`src/verilog/ata_cmd_pkg.sv`:
```
// Constants for the unlock, seek and queued-send command path.
// Assumes one 200 MHz clock shared by both ends.
// Function
// Code F2h decodes as password unlock
// Password match clears the locked state
// Reset returns to locked, password kept; code locks at reset only while i_sec_enabled is set
// Exactly one password sector precedes comparison
// Word 0 bit 0 type; words 1-16 password
// Master type, high level: compare master
// Master type, maximum level: reject unlock
// User type compares stored user password
// Mismatch aborts and decrements attempt counter
// Attempt counter starts at five
// Counter zero rejects protected commands until reset
// Security disabled, user type: abort
// Post-sector abort only means password mismatch; code also aborts after the sector for and
// Upper nibble 0111 decodes as seek
// Seek positions track/head, unformatted medium fine
// Block mode target from sector, cylinders, head
// Track mode: cylinder registers plus head field
// Block-mode completion returns current 28-bit address
// Code 64h decodes as queued send
// Level bit: zero high, one maximum
// Reset restores attempt counter to five
// Seek error sets status error, abort/not-found
package ata_cmd_pkg;
    localparam logic [7:0]  CMD_UNLOCK     = 8'hF2;
    localparam logic [3:0]  CMD_SEEK_NIB   = 4'h7;
    localparam logic [7:0]  CMD_QUEUED     = 8'h64;
    localparam logic [2:0]  ATTEMPTS_INIT  = 3'h5;
    localparam logic [7:0]  SECTOR_LAST    = 8'hFF;
    localparam logic [7:0]  PW_FIRST       = 8'h01;
    localparam logic [7:0]  PW_LAST        = 8'h10;
    localparam int          TYPE_BIT       = 0;
    localparam int          LBA_SEL_BIT    = 6;
    localparam int          ERR_ABORT_BIT  = 2;
    localparam int          ERR_IDNF_BIT   = 4;
    localparam logic [7:0]  HOST_CMD       = 8'h00;
    localparam logic [7:0]  HOST_TASKFILE  = 8'h04;
    localparam logic [7:0]  HOST_PWTYPE    = 8'h08;
    localparam logic [7:0]  HOST_STATUS    = 8'h0C;
    localparam logic [7:0]  HOST_RESULT    = 8'h10;
    localparam logic [7:0]  HOST_PW_BASE   = 8'h40;
    localparam int          STAT_BUSY_BIT  = 16;
    localparam int          STAT_DONE_BIT  = 17;
endpackage

```
`src/verilog/ata_cmd_if.sv`:
```
// Command block link between host adapter and drive.
// Assumes both ends clocked by the same i_mclk.
`timescale 1ns/1ps
interface ata_cmd_if;
    logic        cmd_strobe;
    logic [7:0]  cmd_code;
    logic [7:0]  sect_num;
    logic [7:0]  cyl_lo;
    logic [7:0]  cyl_hi;
    logic [7:0]  dev_head;
    logic [15:0] wr_data;
    logic        wr_valid;
    logic [7:0]  status;
    logic [7:0]  error;
    logic [7:0]  ret_sect;
    logic [7:0]  ret_cyl_lo;
    logic [7:0]  ret_cyl_hi;
    logic [3:0]  ret_head;
    logic        done;

    modport host_mp (
        output cmd_strobe, cmd_code, sect_num, cyl_lo, cyl_hi, dev_head, wr_data, wr_valid,
        input  status, error, ret_sect, ret_cyl_lo, ret_cyl_hi, ret_head, done
    );
    modport device_mp (
        input  cmd_strobe, cmd_code, sect_num, cyl_lo, cyl_hi, dev_head, wr_data, wr_valid,
        output status, error, ret_sect, ret_cyl_lo, ret_cyl_hi, ret_head, done
    );
endinterface

```
`src/verilog/ata_device_end.sv`:
```
// Drive end: decodes unlock, seek and queued send, keeps lock state.
// Assumes stored passwords and security setting come from the user side.
`timescale 1ns/1ps
module ata_device_end
    import ata_cmd_pkg::*;
#(
    parameter int PW_BITS = 256
)(
    input  wire logic               i_mclk,
    input  wire logic               i_rstn,
    ata_cmd_if.device_mp            bus,
    input  wire logic [PW_BITS-1:0] i_master_pw,
    input  wire logic [PW_BITS-1:0] i_user_pw,
    input  wire logic               i_sec_enabled,
    input  wire logic               i_sec_max_level,
    input  wire logic               i_seek_done,
    input  wire logic               i_seek_fail,
    input  wire logic               i_seek_idnf,
    input  wire logic               i_queued_done,
    input  wire logic               i_queued_fail,
    output logic                    o_locked,
    output logic [2:0]              o_attempts_left,
    output logic                    o_seek_start,
    output logic                    o_seek_lba,
    output logic [27:0]             o_seek_target,
    output logic                    o_queued_start
);
    import ata_cmd_pkg::*;

    typedef enum logic [2:0] {S_IDLE, S_RECV, S_JUDGE, S_SEEK, S_QUEUED} dev_state_t;

    dev_state_t  state;
    dev_state_t  next_state;
    logic [7:0]  word_cnt;
    logic        drq;
    logic        busy;
    logic        err;
    logic        seek_complete;
    logic        done;
    logic [7:0]  error;
    logic        is_master;
    logic        mismatch;
    logic [7:0]  ret_sect;
    logic [7:0]  ret_cyl_lo;
    logic [7:0]  ret_cyl_hi;
    logic [3:0]  ret_head;
    logic        fin;
    logic        fin_abort;
    logic        fin_idnf;
    logic        dec_attempt;
    logic        do_unlock;

    assign bus.status     = {busy, 1'b1, 1'b0, seek_complete, drq, 1'b0, 1'b0, err};
    assign bus.error      = error;
    assign bus.done       = done;
    assign bus.ret_sect   = ret_sect;
    assign bus.ret_cyl_lo = ret_cyl_lo;
    assign bus.ret_cyl_hi = ret_cyl_hi;
    assign bus.ret_head   = ret_head;

    pw_compare #(
        .W (16),
        .N (PW_BITS / 16)
    ) u_cmp (
        .i_mclk     (i_mclk),
        .i_rstn     (i_rstn),
        .i_clear    (state == S_IDLE),
        .i_valid    (state == S_RECV && bus.wr_valid),
        .i_index    (word_cnt),
        .i_word     (bus.wr_data),
        .i_ref      (is_master ? i_master_pw : i_user_pw),
        .o_mismatch (mismatch)
    );

    // Command decode and completion
    always_comb
    begin
        next_state  = state;
        fin         = 1'b0;
        fin_abort   = 1'b0;
        fin_idnf    = 1'b0;
        dec_attempt = 1'b0;
        do_unlock   = 1'b0;
        case (state)
            S_IDLE:
            begin
                if (bus.cmd_strobe)
                begin
                    if (bus.cmd_code == CMD_UNLOCK)
                    begin
                        if (o_attempts_left == 3'h0)
                        begin
                            fin       = 1'b1;
                            fin_abort = 1'b1;
                        end
                        else
                            next_state = S_RECV;
                    end
                    else if (bus.cmd_code[7:4] == CMD_SEEK_NIB)
                        next_state = S_SEEK;
                    else if (bus.cmd_code == CMD_QUEUED)
                        next_state = S_QUEUED;
                    else
                    begin
                        fin       = 1'b1;
                        fin_abort = 1'b1;
                    end
                end
            end
            S_RECV:
            begin
                if (bus.wr_valid && word_cnt == SECTOR_LAST)
                    next_state = S_JUDGE;
            end
            S_JUDGE:
            begin
                fin        = 1'b1;
                next_state = S_IDLE;
                if (is_master && i_sec_max_level)
                    fin_abort = 1'b1;
                else if (!is_master && !i_sec_enabled)
                    fin_abort = 1'b1;
                else if (mismatch)
                begin
                    fin_abort   = 1'b1;
                    dec_attempt = 1'b1;
                end
                else
                    do_unlock = 1'b1;
            end
            S_SEEK:
            begin
                if (i_seek_done)
                begin
                    fin        = 1'b1;
                    next_state = S_IDLE;
                    fin_idnf   = i_seek_fail && i_seek_idnf;
                    fin_abort  = i_seek_fail && !i_seek_idnf;
                end
            end
            S_QUEUED:
            begin
                if (i_queued_done)
                begin
                    fin        = 1'b1;
                    next_state = S_IDLE;
                    fin_abort  = i_queued_fail;
                end
            end
            default:
                next_state = S_IDLE;
        endcase
        if (fin)
            next_state = S_IDLE;
    end

    always_ff @(posedge i_mclk)
    begin
        if (!i_rstn)
            state <= S_IDLE;
        else
            state <= next_state;
    end

    // Sector word counter and type capture
    always_ff @(posedge i_mclk)
    begin
        if (!i_rstn)
        begin
            word_cnt  <= 8'h00;
            is_master <= 1'b0;
        end
        else if (state != S_RECV)
            word_cnt <= 8'h00;
        else if (bus.wr_valid)
        begin
            word_cnt <= word_cnt + 8'h01;
            if (word_cnt == 8'h00)
                is_master <= bus.wr_data[TYPE_BIT];
        end
    end

    // Handshake and status bits
    always_ff @(posedge i_mclk)
    begin
        if (!i_rstn)
        begin
            busy          <= 1'b0;
            drq           <= 1'b0;
            done          <= 1'b0;
            err           <= 1'b0;
            error         <= 8'h00;
            seek_complete <= 1'b1;
        end
        else
        begin
            done <= fin;
            busy <= (next_state != S_IDLE) && (next_state != S_RECV);
            drq  <= (next_state == S_RECV);
            if (state == S_IDLE && bus.cmd_strobe)
            begin
                err   <= 1'b0;
                error <= 8'h00;
            end
            if (fin)
            begin
                err                  <= fin_abort || fin_idnf;
                error[ERR_ABORT_BIT] <= fin_abort;
                error[ERR_IDNF_BIT]  <= fin_idnf;
            end
            if (next_state == S_SEEK && state == S_IDLE)
                seek_complete <= 1'b0;
            else if (state == S_SEEK && fin)
                seek_complete <= 1'b1;
        end
    end

    // Lock state and attempt counter
    always_ff @(posedge i_mclk)
    begin
        if (!i_rstn)
        begin
            o_locked        <= i_sec_enabled;
            o_attempts_left <= ATTEMPTS_INIT;
        end
        else
        begin
            if (do_unlock)
                o_locked <= 1'b0;
            if (dec_attempt && o_attempts_left != 3'h0)
                o_attempts_left <= o_attempts_left - 3'h1;
        end
    end

    // Seek launch and address return
    always_ff @(posedge i_mclk)
    begin
        if (!i_rstn)
        begin
            o_seek_start  <= 1'b0;
            o_seek_lba    <= 1'b0;
            o_seek_target <= 28'h0000000;
            ret_sect      <= 8'h00;
            ret_cyl_lo    <= 8'h00;
            ret_cyl_hi    <= 8'h00;
            ret_head      <= 4'h0;
        end
        else
        begin
            o_seek_start <= (state == S_IDLE) && (next_state == S_SEEK);
            if (state == S_IDLE && next_state == S_SEEK)
            begin
                o_seek_lba    <= bus.dev_head[LBA_SEL_BIT];
                o_seek_target <= {bus.dev_head[3:0], bus.cyl_hi, bus.cyl_lo, bus.sect_num};
            end
            if (state == S_SEEK && fin)
            begin
                ret_sect   <= o_seek_target[7:0];
                ret_cyl_lo <= o_seek_target[15:8];
                ret_cyl_hi <= o_seek_target[23:16];
                ret_head   <= o_seek_target[27:24];
            end
        end
    end

    always_ff @(posedge i_mclk)
    begin
        if (!i_rstn)
            o_queued_start <= 1'b0;
        else
            o_queued_start <= (state == S_IDLE) && (next_state == S_QUEUED);
    end
endmodule

```
`src/verilog/pw_compare.sv`:
```
// Word-by-word password comparator with a sticky mismatch flag.
// Assumes the caller clears it before each sector.
`timescale 1ns/1ps
module pw_compare
    import ata_cmd_pkg::*;
#(
    parameter int W = 16,
    parameter int N = 16
)(
    input  wire logic           i_mclk,
    input  wire logic           i_rstn,
    input  wire logic           i_clear,
    input  wire logic           i_valid,
    input  wire logic [7:0]     i_index,
    input  wire logic [W-1:0]   i_word,
    input  wire logic [W*N-1:0] i_ref,
    output logic                o_mismatch
);
    logic [7:0] slot;

    always_comb
    begin
        slot = i_index - PW_FIRST;
    end

    // Only words 1..16 carry the password
    always_ff @(posedge i_mclk)
    begin
        if (!i_rstn || i_clear)
            o_mismatch <= 1'b0;
        else if (i_valid && i_index >= PW_FIRST && i_index <= PW_LAST &&
                 i_word != i_ref[slot[3:0]*W +: W])
            o_mismatch <= 1'b1;
    end
endmodule

```
`src/flat_wrapper.sv`:
```
// flat-port wrapper written by rule: the top's interface ports become plain ports
module ata_device_end_flat import ata_cmd_pkg::*;
#(
    parameter int PW_BITS = 256
)
  (i_mclk, i_rstn, i_master_pw, i_user_pw, i_sec_enabled, i_sec_max_level, i_seek_done, i_seek_fail, i_seek_idnf, i_queued_done, i_queued_fail, o_locked, o_attempts_left, o_seek_start, o_seek_lba, o_seek_target, o_queued_start, bus_cmd_strobe, bus_cmd_code, bus_sect_num, bus_cyl_lo, bus_cyl_hi, bus_dev_head, bus_wr_data, bus_wr_valid, bus_status, bus_error, bus_ret_sect, bus_ret_cyl_lo, bus_ret_cyl_hi, bus_ret_head, bus_done);
  ata_cmd_if bus_i ();
  input  wire logic i_mclk;
  input  wire logic i_rstn;
  input  wire logic [PW_BITS-1:0] i_master_pw;
  input  wire logic [PW_BITS-1:0] i_user_pw;
  input  wire logic i_sec_enabled;
  input  wire logic i_sec_max_level;
  input  wire logic i_seek_done;
  input  wire logic i_seek_fail;
  input  wire logic i_seek_idnf;
  input  wire logic i_queued_done;
  input  wire logic i_queued_fail;
  output logic o_locked;
  output logic [2:0] o_attempts_left;
  output logic o_seek_start;
  output logic o_seek_lba;
  output logic [27:0] o_seek_target;
  output logic o_queued_start;
  input wire logic [$bits(bus_i.cmd_strobe)-1:0] bus_cmd_strobe;
  input wire logic [$bits(bus_i.cmd_code)-1:0] bus_cmd_code;
  input wire logic [$bits(bus_i.sect_num)-1:0] bus_sect_num;
  input wire logic [$bits(bus_i.cyl_lo)-1:0] bus_cyl_lo;
  input wire logic [$bits(bus_i.cyl_hi)-1:0] bus_cyl_hi;
  input wire logic [$bits(bus_i.dev_head)-1:0] bus_dev_head;
  input wire logic [$bits(bus_i.wr_data)-1:0] bus_wr_data;
  input wire logic [$bits(bus_i.wr_valid)-1:0] bus_wr_valid;
  output wire logic [$bits(bus_i.status)-1:0] bus_status;
  output wire logic [$bits(bus_i.error)-1:0] bus_error;
  output wire logic [$bits(bus_i.ret_sect)-1:0] bus_ret_sect;
  output wire logic [$bits(bus_i.ret_cyl_lo)-1:0] bus_ret_cyl_lo;
  output wire logic [$bits(bus_i.ret_cyl_hi)-1:0] bus_ret_cyl_hi;
  output wire logic [$bits(bus_i.ret_head)-1:0] bus_ret_head;
  output wire logic [$bits(bus_i.done)-1:0] bus_done;
  assign bus_i.cmd_strobe = bus_cmd_strobe;
  assign bus_i.cmd_code = bus_cmd_code;
  assign bus_i.sect_num = bus_sect_num;
  assign bus_i.cyl_lo = bus_cyl_lo;
  assign bus_i.cyl_hi = bus_cyl_hi;
  assign bus_i.dev_head = bus_dev_head;
  assign bus_i.wr_data = bus_wr_data;
  assign bus_i.wr_valid = bus_wr_valid;
  assign bus_status = bus_i.status;
  assign bus_error = bus_i.error;
  assign bus_ret_sect = bus_i.ret_sect;
  assign bus_ret_cyl_lo = bus_i.ret_cyl_lo;
  assign bus_ret_cyl_hi = bus_i.ret_cyl_hi;
  assign bus_ret_head = bus_i.ret_head;
  assign bus_done = bus_i.done;
  ata_device_end #(.PW_BITS(PW_BITS)) u_core (.i_mclk(i_mclk), .i_rstn(i_rstn), .bus(bus_i), .i_master_pw(i_master_pw), .i_user_pw(i_user_pw), .i_sec_enabled(i_sec_enabled), .i_sec_max_level(i_sec_max_level), .i_seek_done(i_seek_done), .i_seek_fail(i_seek_fail), .i_seek_idnf(i_seek_idnf), .i_queued_done(i_queued_done), .i_queued_fail(i_queued_fail), .o_locked(o_locked), .o_attempts_left(o_attempts_left), .o_seek_start(o_seek_start), .o_seek_lba(o_seek_lba), .o_seek_target(o_seek_target), .o_queued_start(o_queued_start));
endmodule
```
`config.mk`:
```
export PLATFORM = sky130hd
export DESIGN_NAME = ata_device_end_flat
export DESIGN_NICKNAME = d
export VERILOG_FILES = /design/src/verilog/ata_cmd_pkg.sv /design/src/verilog/ata_cmd_if.sv /design/src/verilog/ata_device_end.sv /design/src/verilog/pw_compare.sv /design/src/flat_wrapper.sv
export SDC_FILE = /design/constraint.sdc
export NUM_CORES = 1
export LEC_CHECK = 0
export ABC_AREA = 1
export BUFFER_PORTS_ARGS = -buffer_cell sky130_fd_sc_hd__buf_2
export CORE_AREA = 4 4 251 253
export CTS_BUF_LIST = sky130_fd_sc_hd__clkbuf_4
export DETAILED_ROUTE_END_ITERATION = 8
export DIE_AREA = 0 0 255 257
export PLACE_DENSITY = 0.46
export SKIP_CTS_REPAIR_TIMING = 1
export SKIP_LAST_GASP = 1
export SLEW_MARGIN = 20
export SYNTH_ARGS = -nofsm -noshare
export SYNTH_HDL_FRONTEND = slang
export SYNTH_HIERARCHICAL = 1
export SYNTH_SLANG_ARGS = --single-unit
```
`constraint.sdc`:
```
create_clock -name i_mclk -period 5.7 [get_ports i_mclk]
set_input_delay 1.14 -clock i_mclk [delete_from_list [all_inputs] [get_ports i_mclk]]
set_output_delay 1.14 -clock i_mclk [all_outputs]
set_load 0.1 [all_outputs]
```
# Word level (Yosys, flattened, before mapping)
# Cells that the tools add are included.
dict set report classes {
  mux 43
  order_cmp 2
  n_addsub 3
  eq_ne 15
  bitwise 2
  n_reduce_logical 30
  shift 1
}
# op count
set ops {}
lappend ops {{$mux W256} 1}
lappend ops {{$shiftx A256 B9 Y16} 1}
lappend ops {{$mux W1} 29}
lappend ops {{$mux W3} 9}
lappend ops {{$eq A8 B8 Y1 const B} 2}
lappend ops {{$ne A16 B16 Y1} 1}
lappend ops {{$logic_and A1 B1 Y1} 15}
lappend ops {{$pmux W3 S4} 1}
lappend ops {{$eq A3 B2 Y1 const B} 3}
lappend ops {{$add A8 B1 Y8 const B} 1}
lappend ops {{$eq A8 B7 Y1 const B} 1}
lappend ops {{$ge A8 B1 Y1 const B} 1}
lappend ops {{$le A8 B5 Y1 const B} 1}
lappend ops {{$logic_not A8 Y1} 1}
lappend ops {{$pmux W1 S4} 2}
lappend ops {{$eq A3 B1 Y1 const B} 2}
lappend ops {{$eq A3 B3 Y1 const B} 2}
lappend ops {{$logic_not A3 Y1} 2}
lappend ops {{$ne A3 B1 Y1 const B} 2}
lappend ops {{$reduce_bool A3 Y1} 2}
lappend ops {{$mux W5} 1}
lappend ops {{$eq A4 B3 Y1 const B} 1}
lappend ops {{$logic_not A1 Y1} 4}
lappend ops {{$reduce_bool A2 Y1} 2}
lappend ops {{other kinds (7)} 9}
dict set report word_totals {
  input_bits 579
  elab_cells 116
  regBits 83
  output_inout_bits 80
}

# Depth between registers and ports, before layout
dict set report depth {
  ltp_word 10
  mapped_depth 21
  ltp_nobuf 18
}

# By module
# The synthesis kept the hierarchy.
# module n_inst area_each_um2 cells_each
set by_module_without_submodules {}
lappend by_module_without_submodules {ata_device_end 1 6423.7 740}
lappend by_module_without_submodules {pw_compare 1 2914.0 644}

# Worst setup path after synthesis
# OpenSTA, ideal clock, no wires.
dict set report synth_timing {
  path_type {reg-to-reg}
  start {reg u_core.word_cnt[0]}
  end {reg u_core.u_cmp.o_mismatch}
  setup_ns 0.116
  synth_period_minus_slack_ns 2.385
  path_stages_with_launch 18
  t_arrival_ns 2.269
  path_slack_ns 3.315
  cell_sequence {dfxtp_1 -> inv_2 -> buf_2 -> buf_6 -> ha_1 -> inv_2 -> clkbuf_1 -> nand3_1 -> nand3_1 -> nand3_1 -> nand3_1 -> nand2_1 -> nor2_1 -> nand2_1 -> nor2_1 -> nand2_1 -> nand2_1 -> a21oi_1}
}
dict set report synth_between {
  elab_chain_len 4
}
# element line
set synth_rtl {}
lappend synth_rtl {{from (decl)} ata_device_end.sv:34} ;# logic [7:0] word_cnt;
lappend synth_rtl {{from (signal assigned)} ata_device_end.sv:177} ;# word_cnt <= word_cnt + 8'h01;
lappend synth_rtl {{$sub A4 B1 Y4 / $ge A8 B1 Y1 (equally long branches)} {pw_compare.sv:23, pw_compare.sv:31}}
lappend synth_rtl {{$shiftx A256 B9 Y16 / $logic_and A1 B1 Y1 (equally long branches)} {pw_compare.sv:32, pw_compare.sv:31}}
lappend synth_rtl {{$ne A16 B16 Y1 / $logic_and A1 B1 Y1 (equally long branches)} {pw_compare.sv:32, pw_compare.sv:31}}
lappend synth_rtl {{$logic_and A1 B1 Y1 *} pw_compare.sv:31} ;# else if (i_valid && i_index >= PW_FIRST && i_index <= PW_LAST &&
lappend synth_rtl {{to (signal assigned)} pw_compare.sv:30} ;# o_mismatch <= 1'b0;
lappend synth_rtl {{to (signal assigned)} pw_compare.sv:33} ;# o_mismatch <= 1'b1;
lappend synth_rtl {{to (decl)} pw_compare.sv:17} ;# output logic o_mismatch
# Every way passes the cells marked *; elsewhere a longest branch is shown, timed or not.
# A chain may end at the register's enable or synchronous reset.

# Worst setup path in the final report
# Same ends and word-level chain as after synthesis.

==> Flow_metrics.wiki <==
{| class="wikitable"
! Metric !! Value
|-
| Synthesized flop and latch total || 83
|-
| Aggregate routed wire length || 49,600 µm
|-
| Worst Clk Skew || 0.00800 ns
|-
| Count of boundary I/O pins || 659
|-
| Overflow left after global routing || 0
|-
| RSZ-0062 raised after global routing || no
|-
| Status || finished, final reports clean
|-
| Core ar. || 0.0610 mm²
|-
| Type of the worst min-delay path || register to register
|-
| Relative max-transition margin || 0.384
|-
| Clock tree root buffer cell || sky130_fd_sc_hd__clkbuf_4
|-
| Netlist area before placement || 0.00934 mm²
|-
| Width of the chip || 255 µm
|-
| Post-route cell area || 0.0133 mm²
|-
| Layout filler cell count || 7,036
|-
| H-tree levels || 3
|-
| Count of clock tree sinks || 83
|-
| Number of port buffers || 645
|-
| Number of synthesis warnings || 6
|-
| Actual transition at the worst max-transition pin || 0.923 ns
|-
| Pin count of the biggest net entering global routing || 76
|-
| Post-detailed-route count of antenna-violating nets || 0
|-
| VDD IR-drop max || 0.121 mV
|-
| Worst reg2reg startpoint || u_core/word_cnt[0]$_SDFFE_PP0P_
|-
| Pwr/cell area || 142 mW/mm²
|-
| Startpoint kind of the worst setup timing path || register
|-
| DRC viols || 0
|-
| First-pass DRT Iterations || 5
|-
| Worst hold path startpoint || u_core/bus.ret_sect[5]$_SDFFE_PN0P_
|-
| Arrival time reported for the critical path endpoint || 4.09 ns
|-
| Fraction of the yosys area taken by sequential cells || 0.179
|-
| Setup crit start || u_core/word_cnt[0]$_SDFFE_PP0P_
|-
| Mean routed wirelength per cell || 18.0 µm
|-
| Highest net fanout along the worst path || 57
|-
| Area growth from synthesis to final layout || 42.7%
|-
| Classification of the worst setup path || register to register
|-
| Worst slack, placed || 1.79 ns
|-
| Post-synthesis instance total || 1,384
|-
| Total negative slack for setup checks || 0 ns
|-
| Setup violations, final || 0
|-
| Die height || 257 µm
|-
| Layout cells sized above 1 || 0.490
|-
| Starting utilization of the core area || 0.153
|-
| Number of nets in the finished design || 2,541
|-
| Standard-cell rows || 91
|-
| TritonCTS clock tree || yes
|-
| Post-Syn Area per Cell || 6.75 µm²
|-
| Pleak || 6.48 nW
|-
| Via count of the first global-routing pass || 11.1k
|-
| Max Cap Violations || 0
|-
| Maximum clock frequency || 267 MHz
|-
| First-iteration detailed-routing DRC count || 545
|-
| Vias/cell || 4.11
|-
| Count of final max-slew check failures || 0
|-
| Inserted Clock Buffers || 9
|-
| Routability cong. || 0.811
|-
| Worst EP required || 6.04 ns
|-
| Maximum buffer depth of the clock tree || 2
|-
| Minimum setup slack in the final design || 1.95 ns
|-
| Area taken by multi-input logic gates || 0.00681 mm²
|-
| Number of unique standard cell types used by synthesis || 35
|-
| Final Hold Vio Count || 0
|-
| Flip-flop and latch area || 0.00168 mm²
|-
| Area of the die || 0.0655 mm²
|-
| Total global-route track usage || 0.140
|-
| Crit path capture type || register
|-
| Crit share post-route || 0.657
|-
| DR vias || 11.3k
|-
| First-pass GRT wire length || 69,500 µm
|-
| Worst-Skew Late Latency || 0.44 ns
|-
| Final period demand of the worst path || 3.75 ns
|-
| Instance area after placement || 0.0132 mm²
|-
| Post-detailed-placement half-perimeter wirelength || 40,000 µm
|-
| Number of antenna violations at the first check in global routing || 15
|-
| Clock transition at the register clock pins on the worst setup and hold paths after CTS || 0.13 ns
|}
==> final timing paths <==
kind | end | slack, ns | cells past startpoint
worst max register to register | u_core/u_cmp/o_mismatch$_SDFFE_PP0P_ | 1.95 | 15
worst min-delay path | u_core/bus.ret_sect[5]$_SDFFE_PN0P_ | 0.45 | 2
worst min register to register | u_core/bus.ret_sect[5]$_SDFFE_PN0P_ | 0.45 | 2
worst max-delay path | u_core/u_cmp/o_mismatch$_SDFFE_PP0P_ | 1.95 | 15
==> layout make-up <==
type,instances,share of cell area
clock inverters,6,0.00591
inverters,73,0.0207
multi-input cells,1125,0.511
well taps,790,0.0742
repair buffers,663,0.255
flip-flops and latches,83,0.126
diodes,7,0.00131
clock buffers,10,0.00563
==> synth_stat cells <==
cell,instances,share of area
sky130_fd_sc_hd__a21oi_1,41,0.022
sky130_fd_sc_hd__buf_2,63,0.034
sky130_fd_sc_hd__buf_4,28,0.023
sky130_fd_sc_hd__nor2_2,6,0.0040
sky130_fd_sc_hd__nand3_1,237,0.13
sky130_fd_sc_hd__o21bai_1,1,0.00080
sky130_fd_sc_hd__xnor2_1,1,0.00094
sky130_fd_sc_hd__ha_1,7,0.0094
sky130_fd_sc_hd__nor3b_1,1,0.00080
sky130_fd_sc_hd__nand2_2,6,0.0040
sky130_fd_sc_hd__o21ai_0,61,0.033
sky130_fd_sc_hd__edfxtp_1,1,0.0032
sky130_fd_sc_hd__a21oi_2,1,0.00094
sky130_fd_sc_hd__nor2_4,1,0.0012
sky130_fd_sc_hd__nand3_2,2,0.0021
sky130_fd_sc_hd__clkbuf_1,15,0.0060
sky130_fd_sc_hd__buf_1,2,0.00080
sky130_fd_sc_hd__nor4_1,2,0.0013
sky130_fd_sc_hd__inv_2,5,0.0020
sky130_fd_sc_hd__nand4_1,7,0.0047
sky130_fd_sc_hd__buf_6,3,0.0036
sky130_fd_sc_hd__o21ai_1,1,0.00054
sky130_fd_sc_hd__a2111oi_0,1,0.00094
sky130_fd_sc_hd__conb_1,2,0.00080
sky130_fd_sc_hd__nor2_1,99,0.040
sky130_fd_sc_hd__clkinv_1,1,0.00040
sky130_fd_sc_hd__inv_1,67,0.027
sky130_fd_sc_hd__or3b_2,1,0.00094
sky130_fd_sc_hd__nand2_1,361,0.15
sky130_fd_sc_hd__nand3b_1,13,0.010
sky130_fd_sc_hd__dfxtp_1,82,0.18
sky130_fd_sc_hd__nor3_1,7,0.0038
sky130_fd_sc_hd__o21ai_2,1,0.00094
sky130_fd_sc_hd__mux2_2,256,0.31
sky130_fd_sc_hd__xor2_1,1,0.00094
==> cells by family (layout without fill, tap and decap cells) <==
logic type	after synthesis	in the layout	share of synthesized area
xor+xnor	2	2	0.00188
flops	83	83	0.179
other cells	2	17	0.000804
fa+ha+maj	7	7	0.00938
compound gates	107	107	0.0588
buf+inv	184	752	0.0961
simple gates	743	743	0.345
mux	256	256	0.309
==> per-layer routing <==
| metal | global-route usage | wire (µm) | share of wire | vias up |
|---|---|---|---|---|
| met1 | 0.170 | 20800 | 0.42 | 5124 |
| met3 | 0.0240 | 2900 | 0.058 | 32 |
| met4 | 0.0220 | 484 | 0.0098 | 8 |
| met2 | 0.261 | 25400 | 0.51 | 368 |
| li1 | - | - | - | 5790 |
| met5 | 0 | 64 | 0.0013 | - |
==> worst max-delay path, cell delays in order, from the launching register on <==
cell,delay (ns)
sky130_fd_sc_hd__dfxtp_4,0.37
sky130_fd_sc_hd__inv_4,0.45
sky130_fd_sc_hd__ha_4,0.42
sky130_fd_sc_hd__inv_2,0.74
sky130_fd_sc_hd__buf_4,0.37
sky130_fd_sc_hd__nand3_1,0.15
sky130_fd_sc_hd__nand3_1,0.11
sky130_fd_sc_hd__nand3_1,0.10
sky130_fd_sc_hd__nand3b_1,0.12
sky130_fd_sc_hd__nand2_1,0.10
sky130_fd_sc_hd__nor2_1,0.12
sky130_fd_sc_hd__nand2_1,0.09
sky130_fd_sc_hd__nor2_1,0.20
sky130_fd_sc_hd__nand2_1,0.12
sky130_fd_sc_hd__nand2_1,0.09
sky130_fd_sc_hd__a21oi_1,0.06
==> cell usage in the layout (no fill, tap or decap), drive strengths merged <==
master,instances
buf,663
nand2,367
mux2,256
nand3,239
nor2,106
dfxtp,82
inv,74
o21ai,63
a21oi,42
nand3b,13
clkbuf,10
conb,10
diode,7
nor3,7
nand4,7
ha,7
clkinv,3
bufinv,2
nor4,2
o21bai,1
nor3b,1
xnor2,1
xor2,1
edfxtp,1
or3b,1
a2111oi,1
==> sequential cells by signal, indices dropped and copies added, names as in the netlist, 2 cells and up <==
name / count
u_core/bus.error: 2
u_core/bus.ret_cyl_hi: 8
u_core/bus.ret_cyl_lo: 8
u_core/bus.ret_head: 4
u_core/bus.ret_sect: 8
u_core/o_attempts_left: 3
u_core/o_seek_target: 28
u_core/state: 3
u_core/word_cnt: 8
==> metrics by stage <==
stage / utilization / power [mW] / hold WS, ns / cells
after detailed placement: 0.216 / 1.54 / 0.434 / 2734
after global placement: 0.216 / 1.54 / 0.431 / 2734
after floorplan: - / 1.19 / 0.439 / 1392
final: 0.218 / 1.89 / 0.450 / 2757
after global routing: 0.218 / 2.04 / 0.476 / 2755
after CTS: 0.218 / 1.93 / 0.452 / 2750
==> power by group <==
group          internal (mW)  switching (mW)
sequential             0.592          0.0145
clock                  0.180           0.203
combinational          0.413           0.490
No activity file was read; power rests on OpenSTA's default activity.
